File: src/verilog/cps_cfg.svh
// Summary of operation
// - Leave overcharge: sense low, cell below release
// - Leave overcharge: sense high, cell below detect
// - Ignore discharge faults while cell above overcharge
// - Long undervoltage in normal enters over-discharge
// - Over-discharge raises the sleep request
// - Charger, sense below limit: release at release
// - Charger, sense above limit: release at detect
// - No charger keeps over-discharge sleep
// - Long discharge overcurrent opens discharge gate
// - Long load short opens discharge gate
// - Sense back at or below ground releases
// - Long charge overcurrent opens charge gate
// - Charger gone, sense at ground releases
// - Zero-volt allowance forces charge gate on
// - Zero-volt cell above detect returns normal
// - Zero-volt charging beats charge-overcurrent detection
// - Normal state drives both gates on
// - Long overvoltage enters overcharge, charge gate off
// - Charge-overcurrent delay typically 15 ms
// - Load-short delay typically 300 us
`ifndef CPS_CFG_SVH
`define CPS_CFG_SVH

`define CPS_ADDR_W 8
`define CPS_CLK_KHZ 20000
`define CPS_T_OVERCHARGE_MS 1300
`define CPS_T_OVERDISCHARGE_MS 145
`define CPS_T_DIS_OC_MS 12
`define CPS_T_CHG_OC_MS 15
`define CPS_T_SHORT_US 300

`define CPS_REG_CTRL 8'h00
`define CPS_REG_STATUS 8'h04
`define CPS_REG_EVENT 8'h08

`define CPS_CTRL_ZV_EN 0
`define CPS_CTRL_RST 32'h0000_0001
`define CPS_ST_STATE_LSB 0
`define CPS_ST_CHG_GATE 3
`define CPS_ST_DIS_GATE 4
`define CPS_ST_SLEEP 5
`define CPS_ST_ZV_ACTIVE 6
`define CPS_ST_CMP_LSB 16
`define CPS_EVENT_W 6

`define CPS_RESP_OKAY 2'h0
`define CPS_RESP_SLVERR 2'h2

`endif

File: src/verilog/cps_pkg.sv
`include "cps_cfg.svh"

package cps_pkg;

    typedef enum logic [2:0] {
        CPS_NORMAL = 3'b000,
        CPS_OVERCHARGE = 3'b001,
        CPS_OVERDISCHARGE = 3'b010,
        CPS_DIS_OVERCURRENT = 3'b011,
        CPS_LOAD_SHORT = 3'b100,
        CPS_CHG_OVERCURRENT = 3'b101
    } cps_state_e;

    // Comparator results, one bit each, true when the named condition holds
    typedef struct packed {
        logic cell_above_ovc_detect;
        logic cell_above_ovc_release;
        logic cell_above_ovd_detect;
        logic cell_above_ovd_release;
        logic sense_above_dis_oc;
        logic sense_above_short;
        logic sense_below_chg_oc;
        logic sense_below_vss;
        logic sense_at_vss;
        logic charger_present;
        logic zero_volt_charge_ok;
    } cps_cmp_s;

    typedef struct packed {
        logic [`CPS_ADDR_W-1:0] awaddr;
        logic awvalid;
        logic [31:0] wdata;
        logic [3:0] wstrb;
        logic wvalid;
        logic bready;
        logic [`CPS_ADDR_W-1:0] araddr;
        logic arvalid;
        logic rready;
    } cps_axi_req_s;

    typedef struct packed {
        logic awready;
        logic wready;
        logic bvalid;
        logic [1:0] bresp;
        logic arready;
        logic rvalid;
        logic [31:0] rdata;
        logic [1:0] rresp;
    } cps_axi_rsp_s;

endpackage

File: src/verilog/cps_qual.sv
module cps_qual #(
    parameter int unsigned CYCLES = 16
) (
    input wire logic aclk,
    input wire logic aresetn,
    input wire logic cond,
    output logic hit
);
    localparam int W = $clog2(CYCLES + 1);
    localparam logic [W-1:0] LAST = W'(CYCLES);

    logic [W-1:0] cnt_q;
    logic [W-1:0] cnt_d;
    wire at_end = (cnt_q == LAST);

    // Any dropout restarts the count, so only a continuous violation qualifies
    assign cnt_d = !cond ? '0 : (at_end ? cnt_q : cnt_q + W'(1));
    assign hit = cond && at_end;

    always_ff @(posedge aclk) begin
        if (!aresetn) begin
            cnt_q <= '0;
        end else begin
            cnt_q <= cnt_d;
        end
    end
endmodule

File: src/verilog/cps_top.sv
// Local design decisions: the placing of the registers and the AXI4-Lite slave port.
`include "cps_cfg.svh"

module cps_top #(
    parameter int unsigned OVERCHARGE_DELAY_CYC = `CPS_T_OVERCHARGE_MS * `CPS_CLK_KHZ,
    parameter int unsigned OVERDISCHARGE_DELAY_CYC = `CPS_T_OVERDISCHARGE_MS * `CPS_CLK_KHZ,
    parameter int unsigned DIS_OC_DELAY_CYC = `CPS_T_DIS_OC_MS * `CPS_CLK_KHZ,
    parameter int unsigned CHG_OC_DELAY_CYC = `CPS_T_CHG_OC_MS * `CPS_CLK_KHZ,
    parameter int unsigned SHORT_DELAY_CYC = `CPS_T_SHORT_US * `CPS_CLK_KHZ / 1000
) (
    input wire logic aclk,
    input wire logic aresetn,
    input wire cps_pkg::cps_axi_req_s axi_req,
    output cps_pkg::cps_axi_rsp_s axi_rsp,
    input wire cps_pkg::cps_cmp_s cmp_raw,
    output logic charge_gate_out,
    output logic discharge_gate_out,
    output logic sleep_req
);
    import cps_pkg::*;

    localparam int NQ = 5;
    localparam int Q_SHORT = 0;
    localparam int Q_DIS_OC = 1;
    localparam int Q_OVD = 2;
    localparam int Q_OVC = 3;
    localparam int Q_CHG_OC = 4;
    localparam int unsigned QCYC [NQ] = '{
        SHORT_DELAY_CYC,
        DIS_OC_DELAY_CYC,
        OVERDISCHARGE_DELAY_CYC,
        OVERCHARGE_DELAY_CYC,
        CHG_OC_DELAY_CYC
    };

    ////////////////////////////////////////////////////////////////////////
    // Comparator synchronisers

    cps_cmp_s sync1_q;
    cps_cmp_s cmp_q;

    // Comparators switch asynchronously to the timing clock
    always_ff @(posedge aclk) begin
        if (!aresetn) begin
            sync1_q <= '0;
            cmp_q <= '0;
        end else begin
            sync1_q <= cmp_raw;
            cmp_q <= sync1_q;
        end
    end

    ////////////////////////////////////////////////////////////////////////
    // Qualification delays

    cps_state_e state_q;
    cps_state_e state_d;
    logic [31:0] ctrl_q;
    logic zv_active_q;
    logic [NQ-1:0] q_cond;
    logic [NQ-1:0] q_hit;

    wire in_normal = (state_q == CPS_NORMAL);
    wire in_ovc = (state_q == CPS_OVERCHARGE);
    // Discharge faults are blind while the cell sits above overcharge detect
    wire dis_fault_ok = (in_normal || in_ovc) && !cmp_q.cell_above_ovc_detect;
    wire zv_en = ctrl_q[`CPS_CTRL_ZV_EN];
    // When enabled, zero-volt charging takes the charge gate whenever zero_volt_charge_ok holds and the cell is below overdischarge detect
    wire zv_force = zv_en && cmp_q.zero_volt_charge_ok
        && !cmp_q.cell_above_ovd_detect;

    assign q_cond[Q_SHORT] = dis_fault_ok && cmp_q.sense_above_short;
    assign q_cond[Q_DIS_OC] = dis_fault_ok && cmp_q.sense_above_dis_oc;
    assign q_cond[Q_OVD] = in_normal && !cmp_q.cell_above_ovd_detect;
    assign q_cond[Q_OVC] = in_normal && cmp_q.cell_above_ovc_detect;
    assign q_cond[Q_CHG_OC] = in_normal && cmp_q.sense_below_chg_oc
        && cmp_q.cell_above_ovd_detect;

    genvar gi;
    generate
        for (gi = 0; gi < NQ; gi++) begin : g_qual
            cps_qual #(
                .CYCLES(QCYC[gi])
            ) u_qual (
                .aclk(aclk),
                .aresetn(aresetn),
                .cond(q_cond[gi]),
                .hit(q_hit[gi])
            );
        end
    endgenerate

    ////////////////////////////////////////////////////////////////////////
    // Protection state machine

    wire ovc_release = (!cmp_q.sense_above_dis_oc && !cmp_q.cell_above_ovc_release)
        || (cmp_q.sense_above_dis_oc && !cmp_q.cell_above_ovc_detect);
    wire ovd_release = cmp_q.charger_present && (
        (!cmp_q.sense_below_chg_oc && cmp_q.cell_above_ovd_detect)
        || (cmp_q.sense_below_chg_oc && cmp_q.cell_above_ovd_release));
    // A zero-volt session ends only with the charger still there, never on a bare cell
    wire zv_release = zv_active_q && cmp_q.charger_present
        && cmp_q.cell_above_ovd_detect;
    wire dis_release = cmp_q.sense_at_vss || cmp_q.sense_below_vss;
    wire chg_release = !cmp_q.charger_present && cmp_q.sense_at_vss;

    always_comb begin
        state_d = state_q;
        case (state_q)
            CPS_NORMAL: begin
                // Short has the shortest delay and the worst hazard, so it leads
                if (q_hit[Q_SHORT]) begin
                    state_d = CPS_LOAD_SHORT;
                end else if (q_hit[Q_DIS_OC]) begin
                    state_d = CPS_DIS_OVERCURRENT;
                end else if (q_hit[Q_OVD]) begin
                    state_d = CPS_OVERDISCHARGE;
                end else if (q_hit[Q_OVC]) begin
                    state_d = CPS_OVERCHARGE;
                end else if (q_hit[Q_CHG_OC]) begin
                    state_d = CPS_CHG_OVERCURRENT;
                end
            end
            CPS_OVERCHARGE: begin
                if (q_hit[Q_SHORT]) begin
                    state_d = CPS_LOAD_SHORT;
                end else if (q_hit[Q_DIS_OC]) begin
                    state_d = CPS_DIS_OVERCURRENT;
                end else if (ovc_release) begin
                    state_d = CPS_NORMAL;
                end
            end
            CPS_OVERDISCHARGE: begin
                // Without a charger nothing wakes it, not even a full cell
                if (ovd_release || zv_release) begin
                    state_d = CPS_NORMAL;
                end
            end
            CPS_DIS_OVERCURRENT, CPS_LOAD_SHORT: begin
                if (dis_release) begin
                    state_d = CPS_NORMAL;
                end
            end
            CPS_CHG_OVERCURRENT: begin
                if (chg_release) begin
                    state_d = CPS_NORMAL;
                end
            end
            default: begin
                state_d = CPS_NORMAL;
            end
        endcase
    end

    // Gates follow the next state so they move on the same edge as the state
    wire dis_gate_d = (state_d == CPS_NORMAL) || (state_d == CPS_OVERCHARGE)
        || (state_d == CPS_CHG_OVERCURRENT);
    wire chg_gate_d = zv_force || (state_d == CPS_NORMAL)
        || (state_d == CPS_OVERDISCHARGE) || (state_d == CPS_DIS_OVERCURRENT)
        || (state_d == CPS_LOAD_SHORT);
    wire zv_active_d = (state_d == CPS_OVERDISCHARGE) && (zv_active_q || zv_force);

    always_ff @(posedge aclk) begin
        if (!aresetn) begin
            state_q <= CPS_NORMAL;
            charge_gate_out <= 1'b1;
            discharge_gate_out <= 1'b1;
            sleep_req <= 1'b0;
            zv_active_q <= 1'b0;
        end else begin
            state_q <= state_d;
            charge_gate_out <= chg_gate_d;
            discharge_gate_out <= dis_gate_d;
            sleep_req <= (state_d == CPS_OVERDISCHARGE);
            zv_active_q <= zv_active_d;
        end
    end

    ////////////////////////////////////////////////////////////////////////
    // Event flags

    logic [`CPS_EVENT_W-1:0] event_q;
    logic [`CPS_EVENT_W-1:0] event_set;
    logic [`CPS_EVENT_W-1:0] event_clr;

    function automatic logic [`CPS_EVENT_W-1:0] state_bit(input cps_state_e s);
        state_bit = '0;
        state_bit[s] = 1'b1;
    endfunction

    assign event_set = (state_d != state_q) ? state_bit(state_d) : '0;

    ////////////////////////////////////////////////////////////////////////
    // AXI4-Lite slave

    logic aw_got_q;
    logic w_got_q;
    logic [`CPS_ADDR_W-1:0] awaddr_q;
    logic [31:0] wdata_q;
    logic [3:0] wstrb_q;

    wire aw_hs = axi_req.awvalid && axi_rsp.awready;
    wire w_hs = axi_req.wvalid && axi_rsp.wready;
    wire ar_hs = axi_req.arvalid && axi_rsp.arready;
    wire have_aw = aw_got_q || aw_hs;
    wire have_w = w_got_q || w_hs;
    wire wr_fire = have_aw && have_w && !axi_rsp.bvalid;

    wire [`CPS_ADDR_W-1:0] wr_addr = aw_hs ? axi_req.awaddr : awaddr_q;
    wire [31:0] wr_data = w_hs ? axi_req.wdata : wdata_q;
    wire [3:0] wr_strb = w_hs ? axi_req.wstrb : wstrb_q;

    wire wr_ctrl = wr_fire && (wr_addr == `CPS_REG_CTRL);
    wire wr_event = wr_fire && (wr_addr == `CPS_REG_EVENT);
    wire wr_ok = (wr_addr == `CPS_REG_CTRL) || (wr_addr == `CPS_REG_EVENT)
        || (wr_addr == `CPS_REG_STATUS);

    assign event_clr = (wr_event && wr_strb[0]) ? wr_data[`CPS_EVENT_W-1:0] : '0;

    wire aw_got_d = have_aw && !wr_fire;
    wire w_got_d = have_w && !wr_fire;
    wire bvalid_d = wr_fire || (axi_rsp.bvalid && !axi_req.bready);
    wire rvalid_d = ar_hs || (axi_rsp.rvalid && !axi_req.rready);

    wire [31:0] status_word = {
        {(16 - $bits(cps_cmp_s)){1'b0}}, cmp_q,
        9'h000, zv_active_q, sleep_req, discharge_gate_out, charge_gate_out, state_q
    };
    wire rd_ctrl = (axi_req.araddr == `CPS_REG_CTRL);
    wire rd_status = (axi_req.araddr == `CPS_REG_STATUS);
    wire rd_event = (axi_req.araddr == `CPS_REG_EVENT);
    wire rd_ok = rd_ctrl || rd_status || rd_event;
    wire [31:0] rd_word = rd_ctrl ? ctrl_q
        : rd_status ? status_word
        : rd_event ? {{(32 - `CPS_EVENT_W){1'b0}}, event_q}
        : 32'h0000_0000;

    always_ff @(posedge aclk) begin
        if (!aresetn) begin
            aw_got_q <= 1'b0;
            w_got_q <= 1'b0;
            awaddr_q <= '0;
            wdata_q <= 32'h0000_0000;
            wstrb_q <= 4'h0;
            ctrl_q <= `CPS_CTRL_RST;
            event_q <= '0;
            axi_rsp <= '0;
        end else begin
            aw_got_q <= aw_got_d;
            w_got_q <= w_got_d;
            if (aw_hs) begin
                awaddr_q <= axi_req.awaddr;
            end
            if (w_hs) begin
                wdata_q <= axi_req.wdata;
                wstrb_q <= axi_req.wstrb;
            end
            if (wr_ctrl && wr_strb[0]) begin
                ctrl_q[`CPS_CTRL_ZV_EN] <= wr_data[`CPS_CTRL_ZV_EN];
            end
            // A new entry in the clearing cycle survives
            event_q <= (event_q & ~event_clr) | event_set;
            axi_rsp.awready <= !aw_got_d && !bvalid_d;
            axi_rsp.wready <= !w_got_d && !bvalid_d;
            axi_rsp.bvalid <= bvalid_d;
            if (wr_fire) begin
                axi_rsp.bresp <= wr_ok ? `CPS_RESP_OKAY : `CPS_RESP_SLVERR;
            end
            axi_rsp.arready <= !rvalid_d;
            axi_rsp.rvalid <= rvalid_d;
            if (ar_hs) begin
                axi_rsp.rdata <= rd_word;
                axi_rsp.rresp <= rd_ok ? `CPS_RESP_OKAY : `CPS_RESP_SLVERR;
            end
        end
    end
endmodule
File: config.mk
export PLATFORM = sky130hd
export DESIGN_NAME = cps_top
export DESIGN_NICKNAME = d
export VERILOG_FILES = /design/src/verilog/cps_pkg.sv /design/src/verilog/cps_qual.sv /design/src/verilog/cps_top.sv
export VERILOG_INCLUDE_DIRS = /design/src /design/src/verilog
export SDC_FILE = /design/constraint.sdc
export NUM_CORES = 1
export LEC_CHECK = 0
export BUFFER_PORTS_ARGS = -buffer_cell sky130_fd_sc_hd__clkbuf_2
export CORE_ASPECT_RATIO = 0.5
export CORE_MARGIN = 2
export CORE_UTILIZATION = 55
export DETAILED_ROUTE_END_ITERATION = 8
export GPL_TIMING_DRIVEN = 0
export PLACE_DENSITY_LB_ADDON = 0.05
export RECOVER_POWER = 100
export SETUP_SLACK_MARGIN = 0.05
export SKIP_CTS_REPAIR_TIMING = 1
export SLEW_MARGIN = 20
export SYNTH_ARGS = -nofsm -noshare
export SYNTH_HDL_FRONTEND = slang
export SYNTH_SLANG_ARGS = --single-unit
File: constraint.sdc
create_clock -name aclk -period 5.35 [get_ports aclk]
set_input_delay 0.8025 -clock aclk [delete_from_list [all_inputs] [get_ports aclk]]
set_output_delay 0.8025 -clock aclk [all_outputs]
set_load 0.02 [all_outputs]
== Yosys cells after proc, flatten, opt, wreduce, memory -nomap -nowiden ==
Cells that the tools add are included.
Cells by class
  mux-type cells: 24
  reductions and logical operators: 83
  bitwise operators: 3
  $add $sub $neg: 5
  $lt $le $gt $ge: 2
  eq/ne operators: 20
Operator list (count)
  27-bit two-way mux: 2
  1-bit logical AND: 39
  3-bit two-way mux: 11
  25-bit by 1-bit adder with 25-bit output (second input constant): 1
  25-bit == test (second input constant): 1
  6-bit two-way mux: 4
  22-bit by 1-bit adder with 22-bit output (second input constant): 1
  22-bit == test (second input constant): 1
  1-bit logical OR: 20
  19-bit by 1-bit adder with 19-bit output (second input constant): 1
  19-bit == test (second input constant): 1
  18-bit by 1-bit adder with 18-bit output (second input constant): 1
  18-bit == test (second input constant): 1
  8-bit by 3-bit == test with 1-bit output (second input constant): 2
  8-bit by 4-bit == test with 1-bit output (second input constant): 2
  8-bit zero test: 2
  3-bit case mux with 5 select lines: 1
  1-bit zero test: 14
  13-bit by 1-bit adder with 13-bit output (second input constant): 1
  13-bit == test (second input constant): 1
  3-bit by 2-bit == test with 1-bit output (second input constant): 4
  3-bit == test (second input constant): 4
  2-bit AND reduction: 5
  8-bit two-way mux: 1
  other kinds (12): 16
Storage, ports and cells
  register bits: 191
  word-level logic and storage cells: 184

== Logic depth before layout (Yosys ltp) ==
  depth in word-level cells: 16
  depth in mapped cells: 8
  mapped depth without buffers: 8

== Hierarchy ==
Synthesis repeated with hierarchy kept, for this count alone.
Second synthesis, totals
  cells, all modules: 899
  area, all modules: 8104.0 um2
By module, submodules not included
  cps_top: instances 1, sequential area each 1561.5 um2, cells an instance 331, area each 3185.6 um2
  cps_qual at g_qual[3].u_qual: instances 1, sequential area each 500.5 um2, cells an instance 150, area each 1273.7 um2
  cps_qual at g_qual[2].u_qual: instances 1, sequential area each 440.4 um2, cells an instance 131, area each 1107.3 um2
  cps_qual at g_qual[4].u_qual: instances 1, sequential area each 380.4 um2, cells an instance 109, area each 964.7 um2
  cps_qual at g_qual[1].u_qual: instances 1, sequential area each 360.3 um2, cells an instance 103, area each 924.6 um2
  cps_qual at g_qual[0].u_qual: instances 1, sequential area each 260.2 um2, cells an instance 75, area each 648.1 um2

== Least setup slack after synthesis ==
Ideal clock, no wire load.
  path kind: input to register
  start point: input axi_req[55] (netlist name)
  end point: register event_q[0]
  setup time: 0.131 ns
  cell stages on the path: 7
  data required time: 5.219 ns
  setup slack: 2.806 ns
  path buffers: 1
  arrival time: 2.413 ns
  cells stage by stage: nor4_1 nand3_1 a211o_1 or4b_1 clkbuf_1 o211ai_1 o31ai_4
Between the ends
  word-level cells in the longest chain between the ends: 8
Ends and longest elaborated chain
  from (decl): RTL line cps_top.sv:13  | input wire cps_pkg::cps_axi_req_s axi_req,
  8-bit two-way mux
  8-bit by 4-bit == test with 1-bit output (no source line)
  1-bit logical AND: RTL line cps_top.sv:214  | wire wr_event = wr_fire && (wr_addr == `CPS_REG_EVENT);
  1-bit logical AND: RTL line cps_top.sv:218  | assign event_clr = (wr_event && wr_strb[0]) ? wr_data[`CPS_EVENT_W-1:0] : '0;
  6-bit two-way mux: RTL line cps_top.sv:218
  6-bit inverter: RTL line cps_top.sv:262  | event_q <= (event_q & ~event_clr) | event_set;
  6-bit AND: RTL line cps_top.sv:262
  6-bit bitwise OR: RTL line cps_top.sv:262
  to (signal assigned): RTL line cps_top.sv:262
  to (decl): RTL line cps_top.sv:182  | logic [`CPS_EVENT_W-1:0] event_q;
No other way between the ends.
A chain may end at the register's enable or synchronous reset.

== Final worst setup path ==
  start point: register g_qual[0].u_qual.cnt_q[0]
  end point: register event_q[0]
Between the ends
  word-level cells in the longest chain between the ends: 10
  elaborated cells on any way between the ends: 13
Ends and longest elaborated chain
  from (decl): RTL line cps_qual.sv:12  | logic [W-1:0] cnt_q;
  from (signal assigned): RTL line cps_qual.sv:24  | cnt_q <= cnt_d;
  13-bit == test *: RTL line cps_qual.sv:14  | wire at_end = (cnt_q == LAST);
  1-bit logical AND *: RTL line cps_qual.sv:18  | assign hit = cond && at_end;
  3-bit two-way mux, on equally long branches: RTL line cps_top.sv:125, cps_top.sv:112
  3-bit case mux with 5 select lines *: RTL line cps_top.sv:109  | case (state_q)
  3-bit by 4-bit < comparator with 1-bit output (not written as such) or 3-bit by 1-bit >= comparator with 1-bit output (tied branches): RTL line cps_top.sv:188  | state_bit[s] = 1'b1;
  1-bit logical AND (not written as such): RTL line cps_top.sv:188
  1-bit two-way mux (not written as such): RTL line cps_top.sv:188
  1-bit demux with 3-bit select: RTL line cps_top.sv:188
  6-bit two-way mux *: RTL line cps_top.sv:191  | assign event_set = (state_d != state_q) ? state_bit(state_d) : '0;
  6-bit bitwise OR *: RTL line cps_top.sv:262
Every way passes the cells marked *; elsewhere a longest branch is shown, timed or not.

==> summary.md <==
| Metric | Value |
|---|---|
| CTS tree | `yes` |
| CTS H-tree depth | `4` |
| Drt drc | `0` |
| Total CTS buffers | `17` |
| Synth Area in XOR/XNOR | `8.689%` |
| Fin cells | `1,166` |
| Clk_lat worst skew | `0.43 ns` |
| Post-synthesis async set-or-reset flop share | `0%` |
| Final Critical Period | `3.415 ns` |
| Ys Warns | `0` |
| Max Slew Vio Count | `0` |
| Vias in the first global route | `5,758` |
| DR WL/cell | `14.91 µm` |
| Maxcap violations | `0` |
| First-iteration detailed-routing DRC count | `504` |
| Setup tns final | `0 ns` |
| Worst Path Arrival | `3.76 ns` |
| Gpl congestion | `0.8803` |
| Slew headroom | `2.547%` |
| Initial antenna violation count | `0` |
| Max VDD drop | `257.2 µV` |
| Final Hold Viols | `0` |
| IO Count | `114` |
| Filler cell count | `1,200` |
| CP Capture Type | `register` |
| Status | `finished, final reports clean` |
| Unrepaired setup endpoints after global routing | `no` |
| Overflow after GRT | `0` |
| Via/cell ratio | `5.463` |
| PortBufs | `68` |
| Final WL | `17,380 µm` |
| Crit Path Max Fanout | `7` |
| Worst-path clk slew | `0.08 ns` |
| Die W | `170.9 µm` |
| Synthesized area per cell | `8.919 µm²` |
| Pwr dens | `313.6 nW/µm²` |
| Placed cells | `1,134` |
| Ys flop type | `dfxtp_1` |
| Root Driver | `clkbuf_16` |
| Compound-Gate Fraction of Synth Area | `9.195%` |
| Worst Clk Skew | `0.01425 ns` |
| Final ANT Viol Nets | `0` |
| Die height | `87.46 µm` |
| Synthesized cell area | `7661 µm²` |
| Yosys cell types | `64` |
| Total track usage | `24.04%` |
| CTS Buffer Depth | `2` |
| Post-Synth Simple-Gate Area | `28.63%` |
| Setup violators final | `0` |
| Router iterations before antenna repair | `7` |
| Vias | `6,370` |
| Dpl hpwl | `12,640 µm` |
| Largest family of logic cells by synthesized area | `simple AND/OR/NAND/NOR gates` |
| Area share of fa/ha/maj cells after synthesis | `1.633%` |
| CORE AREA | `13,590 µm²` |
| Synthesis-to-finish area growth | `15.47%` |
| Mux cell area share after synthesis | `2.090%` |
| Worst Path Class, Setup | `reg -> reg` |
| Layout cell share with drive strength beyond 1 | `10.47%` |
| Mapped Cells | `859` |
| Static leakage | `3.097 nW` |
| Die ar. | `14,950 µm²` |
| Post-synth EDFFs | `0` |
| Fraction of the cycle the final worst path needs | `63.83%` |
| CTS sink cnt | `175` |
| HP Class | `reg -> reg` |
| Ant diodes | `0` |
| Synthesized flop and latch total | `175` |
| Worst Tran Pin Value | `1.448 ns` |
| Starting density of the core | `56.38%` |
| Core Rows | `30` |
| Startpoint types | `register` |
| Sequential-to-total area share from yosys stat | `45.73%` |
| Worst path required time | `5.70 ns` |
| First-pass GRT wire length | `28,320 µm` |
| Pin count of the biggest net entering global routing | `18` |
| Nets | `1,041` |
| Max frequency | `292.8 MHz` |
worst paths after layout:
kind	from	to	slack [ns]	cells past startpoint
hold / removal	sync1_q[3]	cmp_q[3]	0.43	1
setup reg to reg	g_qual[0].u_qual.cnt_q[0]	event_q[0]	1.93	8
hold reg to reg	sync1_q[3]	cmp_q[3]	0.43	1
setup / recovery	g_qual[0].u_qual.cnt_q[0]	event_q[0]	1.93	8
through the flow:
stage          instance area, µm²  utilization, %  power (mW)  hold WS, ns  setup WS [ns]
6_report                     8846           65.10       2.774       0.4278          1.935
5_1_grt                      8846           65.10       2.866       0.4409          1.812
4_1_cts                      8925           65.68       2.798       0.4340          2.834
3_5_place_dp                 8298           61.07       1.490       0.4238          2.400
3_3_place_gp                 8298           61.07       1.488       0.4145          2.445
2_1_floorplan                7717               -       1.446       0.4119          2.806
sequential cells by signal, indices dropped and copies added (netlist names), 3 cells and up:
name and cells:
wdata_q 6, cmp_q 11, g_qual.u_qual.cnt_q 97, state_q 3, awaddr_q 8, sync1_q 11
event_q 6, axi_rsp 25
power by group:
part           leakage [nW]  switching, mW  total [mW]  internal, mW
clock                 0.296          0.561        1.32         0.754
combinational          1.38         0.0741       0.121        0.0471
sequential             1.42         0.0140        1.34          1.32
total                  3.10          0.649        2.77          2.13
synth_stat cells (2+ instances only):
library cell  instances  area share, %
nor4bb_1              7           0.91
or4b_1                2           0.26
nor3_1               22            1.4
dfxtp_1             175             46
ha_1                 10            1.6
o21ai_0              20            1.3
nor2b_1               5           0.41
a31oi_1               2           0.16
o21ai_1               4           0.26
nor3b_1               7           0.69
o211ai_1              5           0.49
or3b_2                4           0.46
nand2b_1             11           0.90
nor2_1              134            6.6
xor2_1               48            5.5
a211o_1               2           0.23
or4_1                 3           0.29
nor4b_1               7           0.80
nand3_1              52            3.4
or2_2                 2           0.16
inv_1                17           0.83
and4_1                3           0.34
nand4_1              20            1.6
a222oi_1              5           0.65
and2_1               29            2.4
xnor2_1              28            3.2
a21oi_1              33            2.2
nand3b_1              3           0.29
and3_1               16            1.3
nor4_1               13            1.1
buf_4                16            1.6
or3_1                18            1.5
mux2i_1              16            2.1
clkbuf_1             23            1.1
nand2_1              53            2.6
a22oi_1              13            1.3
buf_2                 4           0.26
final cells by class:
class                      count  area (µm²)  share of cell area (%)
clock buffer                  18       429.2                   4.851
inverter                      18       67.56                  0.7638
timing repair buffer          68       301.5                   3.409
sequential                   175        3503                   39.60
tap                          192       240.2                   2.716
buffer                        44       234.0                   2.645
multi-input combinational    637        3872                   43.78
clock inverter                14       197.7                   2.235
placed cells by master, fill, tap and decap left out, types with 3 or more instances in the layout:
master        n
dfxtp_1     175
nor2_1      134
clkbuf_1     58
nand2_1      53
nand3_1      52
xor2_1       48
clkbuf_2     37
a21oi_1      33
xnor2_1      28
nor3_1       22
o21ai_0      22
nand4_1      20
and2_1       18
or3_1        18
inv_1        17
clkbuf_16    17
and3_1       16
mux2i_1      16
buf_4        16
conb_1       16
nor4_1       14
a22oi_1      13
nand2b_1     12
and2_0       11
ha_1         10
nor3b_1       8
nor4bb_1      7
nor4b_1       7
nor2b_1       5
o211ai_1      5
a222oi_1      5
or3b_2        4
nand3b_1      3
or4_1         3
and4_1        3
clkinvlp_4    3
inv_8         3
inv_6         3
bufinv_16     3
worst max-delay path: stages, from the launching register on:
cell      delay, ns
dfxtp_1        0.32
inv_1          0.13
ha_1           0.19
nand3b_1       0.10
nor4_1         1.19
a311oi_1       0.37
o221a_1        0.38
or2_0          0.38
o31ai_4        0.29
per-layer routing:
metal	up-vias	routed length [µm]	GRT usage, %
met5	-	0	0
met4	0	112	5.624
met3	13	691	5.089
met2	131	7725	37.10
met1	3046	8855	34.61
li1	3180	-	-
cell families (layout without fill, tap and decap cells):
family	count (synthesis)	in the layout
other cells	1	16
mux	16	16
buf+inv	62	162
xor+xnor	76	76
flops	175	175
simple gates	419	419
compound gates	100	100
fa+ha+maj	10	10
Power figures use the tool's default switching activity.
